## src/mpes_pkg.sv

```systemverilog
// Package for the memory-controller performance event selector
package mpes_pkg;
  // Register byte offsets
  localparam logic [7:0] OFF_CTRL     = 8'h00;
  localparam logic [7:0] OFF_FRAME    = 8'h04;
  localparam logic [7:0] OFF_SCHED    = 8'h08;
  localparam logic [7:0] OFF_RETRY    = 8'h0C;
  localparam logic [7:0] OFF_PAGE     = 8'h10;
  localparam logic [7:0] OFF_THERMAL  = 8'h14;
  localparam logic [7:0] OFF_MAP      = 8'h18;
  localparam logic [7:0] OFF_COUNT    = 8'h1C;
  localparam logic [7:0] OFF_STATUS   = 8'h20;
  // Control register fields
  localparam int CTRL_CODE_LO = 0;
  localparam int CTRL_CODE_HI = 7;
  localparam int CTRL_EN      = 8;
  localparam int CTRL_CLEAR   = 9;
  localparam int CTRL_OCC_LO  = 19;
  localparam int CTRL_OCC_HI  = 21;
  localparam int CTRL_OCC_EN  = 7;
  localparam logic [2:0] OCC_SELECT = 3'h6;
  // Event codes
  localparam logic [7:0] EV_RETRY_MFULL   = 8'h02;
  localparam logic [7:0] EV_RETRY_STARVE  = 8'h03;
  localparam logic [7:0] EV_THERM_UP      = 8'h04;
  localparam logic [7:0] EV_THERM_DN      = 8'h05;
  localparam logic [7:0] EV_REFRESH       = 8'h06;
  localparam logic [7:0] EV_REFRESH_CONF  = 8'h07;
  localparam logic [7:0] EV_MODE_CHANGE   = 8'h08;
  localparam logic [7:0] EV_FRAME_KIND    = 8'h09;
  localparam logic [7:0] EV_RETRIES       = 8'h0B;
  localparam logic [7:0] EV_ADDR_PARITY   = 8'h0C;
  localparam logic [7:0] EV_FRAME_SLOT0   = 8'h0D;
  localparam logic [7:0] EV_FRAME_SLOT3   = 8'h10;
  localparam logic [7:0] EV_SCRUB         = 8'h11;
  localparam logic [7:0] EV_DISPATCHED    = 8'h12;
  localparam logic [7:0] EV_PAGE_MISS     = 8'h13;
  localparam logic [7:0] EV_PAGE_HIT      = 8'h14;
  localparam logic [7:0] EV_PAGE_EMPTY    = 8'h15;
  localparam logic [7:0] EV_PAGE_POLICY   = 8'h16;
  localparam logic [7:0] EV_MULTI_COLUMN  = 8'h17;
  localparam logic [7:0] EV_INDEX_RACE    = 8'h18;
  localparam logic [7:0] EV_THROTTLE_CONF = 8'h19;
  localparam logic [7:0] EV_SCHED_CMDS    = 8'h1C;
  localparam logic [7:0] EV_CTRL_CMDS     = 8'h1D;
  // Frame-event subconfig fields
  localparam int FRM_SLOT3_LO = 20;
  localparam int FRM_RSP_LO   = 8;
  localparam int FRM_CMD_LO   = 5;
  localparam logic [2:0] SLOT_CMD  = 3'h5;
  localparam logic [2:0] SLOT_RSP  = 3'h6;
  localparam logic [2:0] RSP_NONE  = 3'h6;
  // Frame kinds
  localparam logic [3:0] KIND_3CMD = 4'h0;
  localparam logic [3:0] KIND_WDAT = 4'h1;
  localparam logic [3:0] KIND_SYNC = 4'h2;
  localparam logic [3:0] KIND_CHNL = 4'h3;
  localparam logic [3:0] KIND_NOP  = 4'h8;
  localparam logic [3:0] KIND_1CMD = 4'hC;
  // Map, retry, page, thermal fields
  localparam int MAP_TYPE_LO    = 5;
  localparam logic [3:0] MAP_ALL = 4'h8;
  localparam int RETRY_FILT     = 7;
  localparam int RETRY_IDX_LO   = 1;
  localparam int MAP_IDX_LO     = 9;
  localparam int PAGE_DIR       = 0;
  localparam int THR_DN_LO      = 9;
  localparam int THR_UP_LO      = 7;
  localparam int THR_ANY        = 3;
  localparam int THR_MOD_LO     = 4;
  localparam logic [1:0] AXI_OKAY   = 2'h0;
  localparam logic [1:0] AXI_SLVERR = 2'h2;
endpackage

```

## src/mpes_event_select.sv

```systemverilog
// Event selection, qualification and counting with AXI4-Lite registers
//
// Local design decisions: register access over AXI4-Lite and the address map.
`timescale 1ns/10ps
////////////////////////////////////////////////////////////////////////////////
module mpes_event_select (
  input  wire logic        clk_sys,
  input  wire logic        rst,
  input  wire logic [7:0]  s_axi_awaddr,
  input  wire logic        s_axi_awvalid,
  output logic             s_axi_awready,
  input  wire logic [31:0] s_axi_wdata,
  input  wire logic [3:0]  s_axi_wstrb,
  input  wire logic        s_axi_wvalid,
  output logic             s_axi_wready,
  output logic [1:0]       s_axi_bresp,
  output logic             s_axi_bvalid,
  input  wire logic        s_axi_bready,
  input  wire logic [7:0]  s_axi_araddr,
  input  wire logic        s_axi_arvalid,
  output logic             s_axi_arready,
  output logic [31:0]      s_axi_rdata,
  output logic [1:0]       s_axi_rresp,
  output logic             s_axi_rvalid,
  input  wire logic        s_axi_rready,
  input  wire logic [7:0]  frame_event,
  input  wire logic [1:0]  frame_cmd_kind,
  input  wire logic [7:0]  frame_rsp_kind,
  input  wire logic        link_frame_valid,
  input  wire logic [3:0]  link_frame_kind,
  input  wire logic        retry_seen,
  input  wire logic [5:0]  retry_index,
  input  wire logic        sched_badly_starved,
  input  wire logic        sched_starved,
  input  wire logic        scheduling_mode_transitions,
  input  wire logic        refresh_cmd,
  input  wire logic        refresh_conflict,
  input  wire logic        address_parity_error,
  input  wire logic        repeated_column_access,
  input  wire logic        page_empty,
  input  wire logic        page_hit,
  input  wire logic        page_miss,
  input  wire logic        scrub_transactions,
  input  wire logic        page_open_to_closed,
  input  wire logic        page_closed_to_open,
  input  wire logic        index_race,
  input  wire logic        accepted_controller_commands,
  input  wire logic        accepted_scheduler_commands,
  input  wire logic        dispatched_commands,
  input  wire logic        throttle_command_conflict,
  input  wire logic [3:0]  thermal_crossing_down,
  input  wire logic [3:0]  thermal_crossing_up,
  input  wire logic [2:0]  thermal_module,
  input  wire logic [8:0]  queue_entry_valid,
  input  wire logic [5:0]  queue_entry_index,
  output logic [31:0]      event_count,
  output logic             event_hit
);
  import mpes_pkg::*;

  logic [31:0] ctrl;
  logic [31:0] frame_event_subconfig;
  logic [31:0] scheduler_subconfig;
  logic [31:0] retry_filter_subconfig;
  logic [31:0] page_policy_subconfig;
  logic [31:0] thermal_subconfig;
  logic [31:0] map_subconfig;
  logic        saw_overflow;

  ////////////////////////////////////////////////////////////////////////////
  // AXI4-Lite write path: address and data taken in either order
  logic        aw_held;
  logic        w_held;
  logic [7:0]  aw_addr;
  logic [31:0] w_data;
  logic [3:0]  w_strb;
  logic        wr_go;
  logic        wr_hit;
  logic        clear_req;

  assign s_axi_awready = !aw_held && !s_axi_bvalid;
  assign s_axi_wready  = !w_held && !s_axi_bvalid;
  assign wr_go = aw_held && w_held && !s_axi_bvalid;

  always_ff @(posedge clk_sys) begin
    if (rst) begin
      aw_held <= 1'b0;
      aw_addr <= 8'h00;
    end else if (s_axi_awvalid && s_axi_awready) begin
      aw_held <= 1'b1;
      aw_addr <= s_axi_awaddr;
    end else if (wr_go) begin
      aw_held <= 1'b0;
    end
  end

  always_ff @(posedge clk_sys) begin
    if (rst) begin
      w_held <= 1'b0;
      w_data <= 32'h0000_0000;
      w_strb <= 4'h0;
    end else if (s_axi_wvalid && s_axi_wready) begin
      w_held <= 1'b1;
      w_data <= s_axi_wdata;
      w_strb <= s_axi_wstrb;
    end else if (wr_go) begin
      w_held <= 1'b0;
    end
  end

  function automatic logic [31:0] merge(input logic [31:0] old, input logic [31:0] nw,
                                        input logic [3:0] strb);
    logic [31:0] r;
    r = old;
    for (int i = 0; i < 4; i++) begin
      if (strb[i]) begin
        r[i*8 +: 8] = nw[i*8 +: 8];
      end
    end
    return r;
  endfunction

  always_comb begin
    unique case (aw_addr)
      OFF_CTRL, OFF_FRAME, OFF_SCHED, OFF_RETRY, OFF_PAGE, OFF_THERMAL, OFF_MAP,
      OFF_COUNT, OFF_STATUS: wr_hit = 1'b1;
      default: wr_hit = 1'b0;
    endcase
  end

  always_ff @(posedge clk_sys) begin
    if (rst) begin
      ctrl                   <= 32'h0000_0000;
      frame_event_subconfig  <= 32'h0000_0000;
      scheduler_subconfig    <= 32'h0000_0000;
      retry_filter_subconfig <= 32'h0000_0000;
      page_policy_subconfig  <= 32'h0000_0000;
      thermal_subconfig      <= 32'h0000_0000;
      map_subconfig          <= 32'h0000_0000;
    end else if (wr_go) begin
      unique case (aw_addr)
        OFF_CTRL:    ctrl <= merge(ctrl, w_data, w_strb);
        OFF_FRAME:   frame_event_subconfig <= merge(frame_event_subconfig, w_data, w_strb);
        OFF_SCHED:   scheduler_subconfig <= merge(scheduler_subconfig, w_data, w_strb);
        OFF_RETRY:   retry_filter_subconfig <= merge(retry_filter_subconfig, w_data, w_strb);
        OFF_PAGE:    page_policy_subconfig <= merge(page_policy_subconfig, w_data, w_strb);
        OFF_THERMAL: thermal_subconfig <= merge(thermal_subconfig, w_data, w_strb);
        OFF_MAP:     map_subconfig <= merge(map_subconfig, w_data, w_strb);
        default: ;
      endcase
    end
  end

  // Any write to the count word zeroes it
  assign clear_req = wr_go && (aw_addr == OFF_COUNT);

  always_ff @(posedge clk_sys) begin
    if (rst) begin
      s_axi_bvalid <= 1'b0;
      s_axi_bresp  <= AXI_OKAY;
    end else if (wr_go) begin
      s_axi_bvalid <= 1'b1;
      s_axi_bresp  <= wr_hit ? AXI_OKAY : AXI_SLVERR;
    end else if (s_axi_bready) begin
      s_axi_bvalid <= 1'b0;
    end
  end

  ////////////////////////////////////////////////////////////////////////////
  // AXI4-Lite read path
  assign s_axi_arready = !s_axi_rvalid;

  always_ff @(posedge clk_sys) begin
    if (rst) begin
      s_axi_rvalid <= 1'b0;
      s_axi_rdata  <= 32'h0000_0000;
      s_axi_rresp  <= AXI_OKAY;
    end else if (s_axi_arvalid && s_axi_arready) begin
      s_axi_rvalid <= 1'b1;
      s_axi_rresp  <= AXI_OKAY;
      unique case (s_axi_araddr)
        OFF_CTRL:    s_axi_rdata <= ctrl;
        OFF_FRAME:   s_axi_rdata <= frame_event_subconfig;
        OFF_SCHED:   s_axi_rdata <= scheduler_subconfig;
        OFF_RETRY:   s_axi_rdata <= retry_filter_subconfig;
        OFF_PAGE:    s_axi_rdata <= page_policy_subconfig;
        OFF_THERMAL: s_axi_rdata <= thermal_subconfig;
        OFF_MAP:     s_axi_rdata <= map_subconfig;
        OFF_COUNT:   s_axi_rdata <= event_count;
        OFF_STATUS:  s_axi_rdata <= {30'h0000_0000, saw_overflow, event_hit};
        default: begin
          s_axi_rdata <= 32'h0000_0000;
          s_axi_rresp <= AXI_SLVERR;
        end
      endcase
    end else if (s_axi_rready) begin
      s_axi_rvalid <= 1'b0;
    end
  end

  ////////////////////////////////////////////////////////////////////////////
  // Event qualification
  logic [7:0] code;
  logic [2:0] slot_sel;
  logic [2:0] rsp_sel;
  logic [2:0] cmd_sel;
  logic [3:0] kind_sel;
  logic [3:0] map_sel;
  logic       frame_slot_ev;
  logic       kind_ev;
  logic       retry_ev;
  logic       module_ok;
  logic       occ_mode;
  logic       occ_ev;
  logic       next_hit;

  assign code     = ctrl[CTRL_CODE_HI:CTRL_CODE_LO];
  assign slot_sel = frame_event_subconfig[FRM_SLOT3_LO +: 3];
  assign rsp_sel  = frame_event_subconfig[FRM_RSP_LO +: 3];
  assign cmd_sel  = frame_event_subconfig[FRM_CMD_LO +: 3];
  assign kind_sel = scheduler_subconfig[3:0];
  assign map_sel  = map_subconfig[MAP_TYPE_LO +: 4];
  assign occ_mode = (ctrl[CTRL_OCC_HI:CTRL_OCC_LO] == OCC_SELECT) && ctrl[CTRL_OCC_EN];

  always_comb begin
    frame_slot_ev = 1'b0;
    unique case (slot_sel)
      SLOT_CMD: begin
        // Only reads and writes exist; larger codes count nothing
        if (cmd_sel < 3'h2) begin
          frame_slot_ev = frame_cmd_kind[cmd_sel[0]];
        end
      end
      SLOT_RSP: begin
        frame_slot_ev = (rsp_sel != RSP_NONE) && frame_rsp_kind[rsp_sel];
      end
      default: frame_slot_ev = frame_event[slot_sel];
    endcase
  end

  always_comb begin
    unique case (kind_sel)
      KIND_3CMD, KIND_WDAT, KIND_SYNC, KIND_CHNL, KIND_NOP, KIND_1CMD:
        kind_ev = link_frame_valid && (link_frame_kind == kind_sel);
      default: kind_ev = 1'b0;
    endcase
  end

  assign retry_ev = retry_seen && (!retry_filter_subconfig[RETRY_FILT] ||
    (retry_index == retry_filter_subconfig[RETRY_IDX_LO +: 6]));

  assign module_ok = thermal_subconfig[THR_ANY] ||
    (thermal_module == thermal_subconfig[THR_MOD_LO +: 3]);

  // Occupancy: any valid entry matching index and type, all types at 8
  always_comb begin
    occ_ev = 1'b0;
    if (queue_entry_index == map_subconfig[MAP_IDX_LO +: 6]) begin
      if (map_sel == MAP_ALL) begin
        occ_ev = |queue_entry_valid;
      end else if (map_sel < MAP_ALL) begin
        occ_ev = queue_entry_valid[map_sel];
      end
    end
  end

  always_comb begin
    next_hit = 1'b0;
    if (occ_mode) begin
      next_hit = occ_ev;
    end else begin
      unique case (code)
        EV_RETRY_MFULL:   next_hit = retry_seen && sched_badly_starved;
        EV_RETRY_STARVE:  next_hit = retry_seen && sched_starved;
        EV_THERM_UP:      next_hit = module_ok &&
                                     thermal_crossing_up[thermal_subconfig[THR_UP_LO +: 2]];
        EV_THERM_DN:      next_hit = module_ok &&
                                     thermal_crossing_down[thermal_subconfig[THR_DN_LO +: 2]];
        EV_REFRESH:       next_hit = refresh_cmd;
        EV_REFRESH_CONF:  next_hit = refresh_conflict;
        EV_MODE_CHANGE:   next_hit = scheduling_mode_transitions;
        EV_FRAME_KIND:    next_hit = kind_ev;
        EV_RETRIES:       next_hit = retry_ev;
        EV_ADDR_PARITY:   next_hit = address_parity_error;
        EV_FRAME_SLOT3:   next_hit = frame_slot_ev;
        EV_SCRUB:         next_hit = scrub_transactions;
        EV_DISPATCHED:    next_hit = dispatched_commands;
        EV_PAGE_MISS:     next_hit = page_miss;
        EV_PAGE_HIT:      next_hit = page_hit;
        EV_PAGE_EMPTY:    next_hit = page_empty;
        EV_PAGE_POLICY:   next_hit = page_policy_subconfig[PAGE_DIR] ?
                                     page_open_to_closed : page_closed_to_open;
        EV_MULTI_COLUMN:  next_hit = repeated_column_access;
        EV_INDEX_RACE:    next_hit = index_race;
        EV_THROTTLE_CONF: next_hit = throttle_command_conflict;
        EV_SCHED_CMDS:    next_hit = accepted_scheduler_commands;
        EV_CTRL_CMDS:     next_hit = accepted_controller_commands;
        default:          next_hit = 1'b0;
      endcase
    end
  end

  ////////////////////////////////////////////////////////////////////////////
  // Counter: a single-bit increment keeps the step at one per cycle
  always_ff @(posedge clk_sys) begin
    if (rst) begin
      event_hit <= 1'b0;
    end else begin
      event_hit <= next_hit && ctrl[CTRL_EN];
    end
  end

  always_ff @(posedge clk_sys) begin
    if (rst) begin
      event_count  <= 32'h0000_0000;
      saw_overflow <= 1'b0;
    end else if (clear_req) begin
      event_count  <= 32'h0000_0000;
      saw_overflow <= 1'b0;
    end else if (event_hit) begin
      event_count <= event_count + 32'h0000_0001;
      if (&event_count) begin
        saw_overflow <= 1'b1;
      end
    end
  end

  ////////////////////////////////////////////////////////////////////////////
  // Checks
  a_step_one: assert property (@(posedge clk_sys) disable iff (rst)
    !$past(clear_req) && !clear_req |-> event_count - $past(event_count) <= 32'h0000_0001)
    else $error("count stepped by more than one");
  a_count_follows: assert property (@(posedge clk_sys) disable iff (rst)
    event_hit && !clear_req |=> event_count == $past(event_count) + 32'h0000_0001)
    else $error("qualified event did not count");
  a_idle_holds: assert property (@(posedge clk_sys) disable iff (rst)
    !event_hit && !clear_req |=> $stable(event_count))
    else $error("count moved without event");
  a_rsp_none: assert property (@(posedge clk_sys) disable iff (rst)
    code == EV_FRAME_SLOT3 && slot_sel == SLOT_RSP && rsp_sel == RSP_NONE && !occ_mode
    |=> !event_hit)
    else $error("empty response selection counted");
  a_bad_kind: assert property (@(posedge clk_sys) disable iff (rst)
    code == EV_FRAME_KIND && !occ_mode && kind_sel inside {4'h4, 4'h9, 4'hD} |=> !event_hit)
    else $error("illegal frame kind counted");
  a_hit_page: assert property (@(posedge clk_sys) disable iff (rst)
    code == EV_PAGE_HIT && !occ_mode && ctrl[CTRL_EN] && page_hit |=> event_hit)
    else $error("page hit not seen");
  a_retry_filter: assert property (@(posedge clk_sys) disable iff (rst)
    code == EV_RETRIES && !occ_mode && ctrl[CTRL_EN] && retry_seen
    && retry_filter_subconfig[RETRY_FILT]
    && retry_index != retry_filter_subconfig[RETRY_IDX_LO +: 6] |=> !event_hit)
    else $error("filtered retry counted");
  a_policy_dir: assert property (@(posedge clk_sys) disable iff (rst)
    code == EV_PAGE_POLICY && !occ_mode && ctrl[CTRL_EN] && page_open_to_closed
    && !page_closed_to_open |=> event_hit == $past(page_policy_subconfig[PAGE_DIR]))
    else $error("page policy direction wrong");
  a_bresp_back: assert property (@(posedge clk_sys) disable iff (rst)
    wr_go |=> s_axi_bvalid)
    else $error("write response missing");
endmodule // mpes_event_select

```

## config.mk

```make
export PLATFORM = sky130hd
export DESIGN_NAME = mpes_event_select
export DESIGN_NICKNAME = d
export VERILOG_FILES = /design/src/mpes_pkg.sv /design/src/mpes_event_select.sv
export SDC_FILE = /design/constraint.sdc
export NUM_CORES = 1
export LEC_CHECK = 0
export ABC_CLOCK_PERIOD_IN_PS = 3100
export BUFFER_PORTS_ARGS = -buffer_cell sky130_fd_sc_hd__buf_2
export CAP_MARGIN = 10
export CORE_AREA = 2 2 227 229
export CTS_BUF_LIST = sky130_fd_sc_hd__clkbuf_4
export DETAILED_ROUTE_END_ITERATION = 16
export DIE_AREA = 0 0 229 231
export SLEW_MARGIN = 20
export SYNTH_ARGS = -nofsm -noshare
export SYNTH_HDL_FRONTEND = slang
export SYNTH_SLANG_ARGS = --single-unit
```

## constraint.sdc

```tcl
create_clock -name clk_sys -period 3.1 [get_ports clk_sys]
set_input_delay 0.31 -clock clk_sys [delete_from_list [all_inputs] [get_ports clk_sys]]
set_output_delay 0.31 -clock clk_sys [all_outputs]
set_load 0.02 [all_outputs]
```

==> summary.md <==
| Metric | Value |
|---|---|
| Drt wl/cell | 18.9 um |
| Fin crit share | 86.2% |
| Crit-path cells | or4_4, nor3b_2, nand3b_1, nor2_2, buf_4, mux2i_1, nor2_1 |
| Status | completed |
| Layout cells sized above 1 | 20.4% |
| Netlist Area Pre-Place | 15,000 um2 |
| Adder-cell share of the synthesized area | 0.0834% |
| First-pass GRT wire length | 81,100 um |
| Flops & latches, synth | 340 |
| Num Clock Sinks | 340 |
| Residual DRC | 0 |
| Post-Route WL | 53,000 um |
| Die area | 52,900 um2 |
| Die H | 231 um |
| Hold Startpoint | s_axi_araddr[7] |
| Worst VDD drop | 209 uV |
| CP bufs+invs | 1 |
| Gr ovfl total | 0 |
| Synth Area in Compound Gates | 17.4% |
| Chip width | 229 um |
| CP startpoint kind | register |
| CP top delay family | simple AND/OR/NAND/NOR gates |
| Min cycle time layout | 2670 ps |
| Final Util | 36.5% |
| Worst-margin pin slew | 929 ps |
| Initial antenna violation count | 4 |
| Critical path's largest stage delay | 550 ps |
| Ys Warns | 0 |
| Critical Path RT | 3720 ps |
| Final #Nets | 2,188 |
| Pleak | 6.38 nW |
| Htree depth | 3 |
| Row count | 83 |
| Via/cell ratio | 5.16 |
| Pwr/cell area | 489 nW/um2 |
| Setup_tns | 0 ps |
| Initial Util | 29.6% |
| Via count | 14,500 |
| EDFF count, synth | 0 |
| Crit path DAT | 3290 ps |
| FILL cells | 5,358 |
| Largest family of logic cells by synthesized area | simple AND/OR/NAND/NOR gates |
| Post-Synthesis Cells | 1,801 |
| Drt first-iter violations | 1,333 |
| Clock tree buffer depth | 3 |
| Io pins | 207 |
| Worst-Skew Late Latency | 800 ps |
| Post-synthesis mux area share | 8.68% |
| Area growth syn-to-layout | 23.2% |
| Final Hold Viols | 0 |
| Setup crit start | aw_addr[7] |
| Final Instance Area | 18,500 um2 |
| Crit-path slowest cell | or4_4 |
| Post-Place Cells | 2,575 |
| Synth top cells by count | dfxtp_1, nand2_1, a21oi_1, nor2_1, nand3_1 |
| Number of global-route vias before repair | 13,900 |
| Core area | 50,700 um2 |
| Number of iterations in the first detailed-routing pass | 5 |
| Top cell type's share of synthesized area | 45.3% |
| HPWL after DPL | 36,400 um |
| Rel. slew slack | 38.1% |
| CTS clock-pin slew for the worst setup and hold paths | 60 ps |
| HP Class | in -> reg |
| DP Area | 16,700 um2 |
| Max-cap violations | 0 |
| Final slew viol count | 0 |
| # resized after CTS | 0 |
| Total GRT Usage | 19.6% |
| Post-synthesis sequential area ratio | 45.3% |
| Critical path fanouts, max | 5 |
| XOR/XNOR Fraction of Synth Area | 2.63% |
| Unrepaired setup endpoints after global routing | no |
| Gp weighted congestion | 0.909 |
| Input/output buffers | 201 |
| TritonCTS clock tree | done |
| Setup CP Type | reg -> reg |
| Largest net degree at the start of global routing | 142 |
| CP Capture Type | register |
| Syn avg cell area | 8.33 um2 |
| Distinct cells, synth | 63 |
| Num CTS Buffers | 92 |
| Simple-gate share of the synthesized area | 21.2% |
| Max Clock Freq | 374 MHz |
| Dominant synthesized flop cell | dfxtp_1 |
| Clock root cell | clkbuf_4 |
| R2R setup slack | 430 ps |
| Reg-to-Reg Start | aw_addr[7] |
| Yosys top cell by area | dfxtp_1 |
| Endpoints failing setup | 0 |
| Worst Skew | 52.1 ps |
| Top post-synthesis cells by area | dfxtp_1, a21oi_1, mux2i_1 |
| Detail Route Antenna Nets | 0 |
| Count leader, synth | dfxtp_1 |
| Fraction of registers with async set/reset | 0% |
| Final Non-Filler Cells | 2,805 |
## worst paths after layout
path                                                   end  cells past startpoint
worst min register to register             s_axi_rdata[31]                      2
worst max register to register  retry_filter_subconfig[13]                      7
worst max-delay path            retry_filter_subconfig[13]                      7
worst min-delay path                        s_axi_rdata[1]                      5
## cell type report
class / instances / area [um2] / share of cell area, %
Tap cell: 680 / 851 / 4.60
Sequential cell: 340 / 6810 / 36.8
Multi-Input combinational cell: 1295 / 7550 / 40.8
Clock buffer: 136 / 1020 / 5.52
Timing Repair Buffer: 315 / 2110 / 11.4
Clock inverter: 26 / 113 / 0.609
Inverter: 10 / 37.5 / 0.203
Antenna cell: 3 / 7.51 / 0.0406
## routing by layer
layer	track usage (%)	vias to the layer above	wire, um	part of all wire (%)
li1	-	6915	-	-
met1	27.5	6938	24800	47
met2	30.0	540	23300	44
met3	3.66	89	3650	6.9
met4	7.04	2	1210	2.3
met5	0	-	13	0.025
## state kept, by name (all words and copies together) (netlist names), 4 cells and up
| name | cells |
|---|---|
| aw_addr | 8 |
| ctrl | 32 |
| event_count | 32 |
| frame_event_subconfig | 32 |
| map_subconfig | 32 |
| page_policy_subconfig | 32 |
| retry_filter_subconfig | 32 |
| s_axi_rdata | 32 |
| scheduler_subconfig | 32 |
| thermal_subconfig | 32 |
| w_data | 32 |
| w_strb | 4 |
## power breakdown
group / internal (mW) / switching (mW) / leakage, nW
logic: 0.239 / 0.383 / 2.96
clock network: 2.00 / 1.90 / 0.683
registers: 4.41 / 0.110 / 2.75
total: 6.66 / 2.39 / 6.38
## cells in the final DEF (no fill, tap or decap), drive strengths merged, types with 65 or more instances in the layout
cell         synthesis  final
dfxtp              340    340
nor2               173    173
nand2              288    288
mux2i              111    111
clkbuf             136    137
a21oi              235    235
dlygate4sd3          0     65
buf                 21    249
nand3              148    148
a22oi               72     72
## worst register-to-register path, delay by kind of cell, from the launching register on
kind                   cells  cell delay [ps]
DFF                        1              310
muxes                      1              210
buffers and inverters      1              250
and+or+nand+nor            5             1750
## cells by family (layout without fill, tap and decap cells)
group | after synthesis | after routing
AO/OA/AOI/OAI | 428 | 428
XOR/XNOR | 45 | 45
adder cells (fa/ha/maj) | 1 | 1
buffers and inverters | 167 | 487
flip-flops | 340 | 340
multiplexers | 122 | 122
other | 1 | 5
AND/OR/NAND/NOR | 697 | 697
## metrics by stage
step	setup WS [ps]	hold slack, ps	power (mW)
2_1_floorplan	931	409	4.90
3_3_place_gp	536	440	5.16
3_5_place_dp	460	444	5.17
4_1_cts	442	36.7	9.17
5_1_grt	221	137	9.46
6_report	429	125	9.05
## timing repair
action,4_1_cts,5_1_grt
endpoints found under the hold margin,49,0
setup buffers,0,0
hold buffers,65,0
endpoints found under the setup margin,0,0
Power figures use the tool's default switching activity.
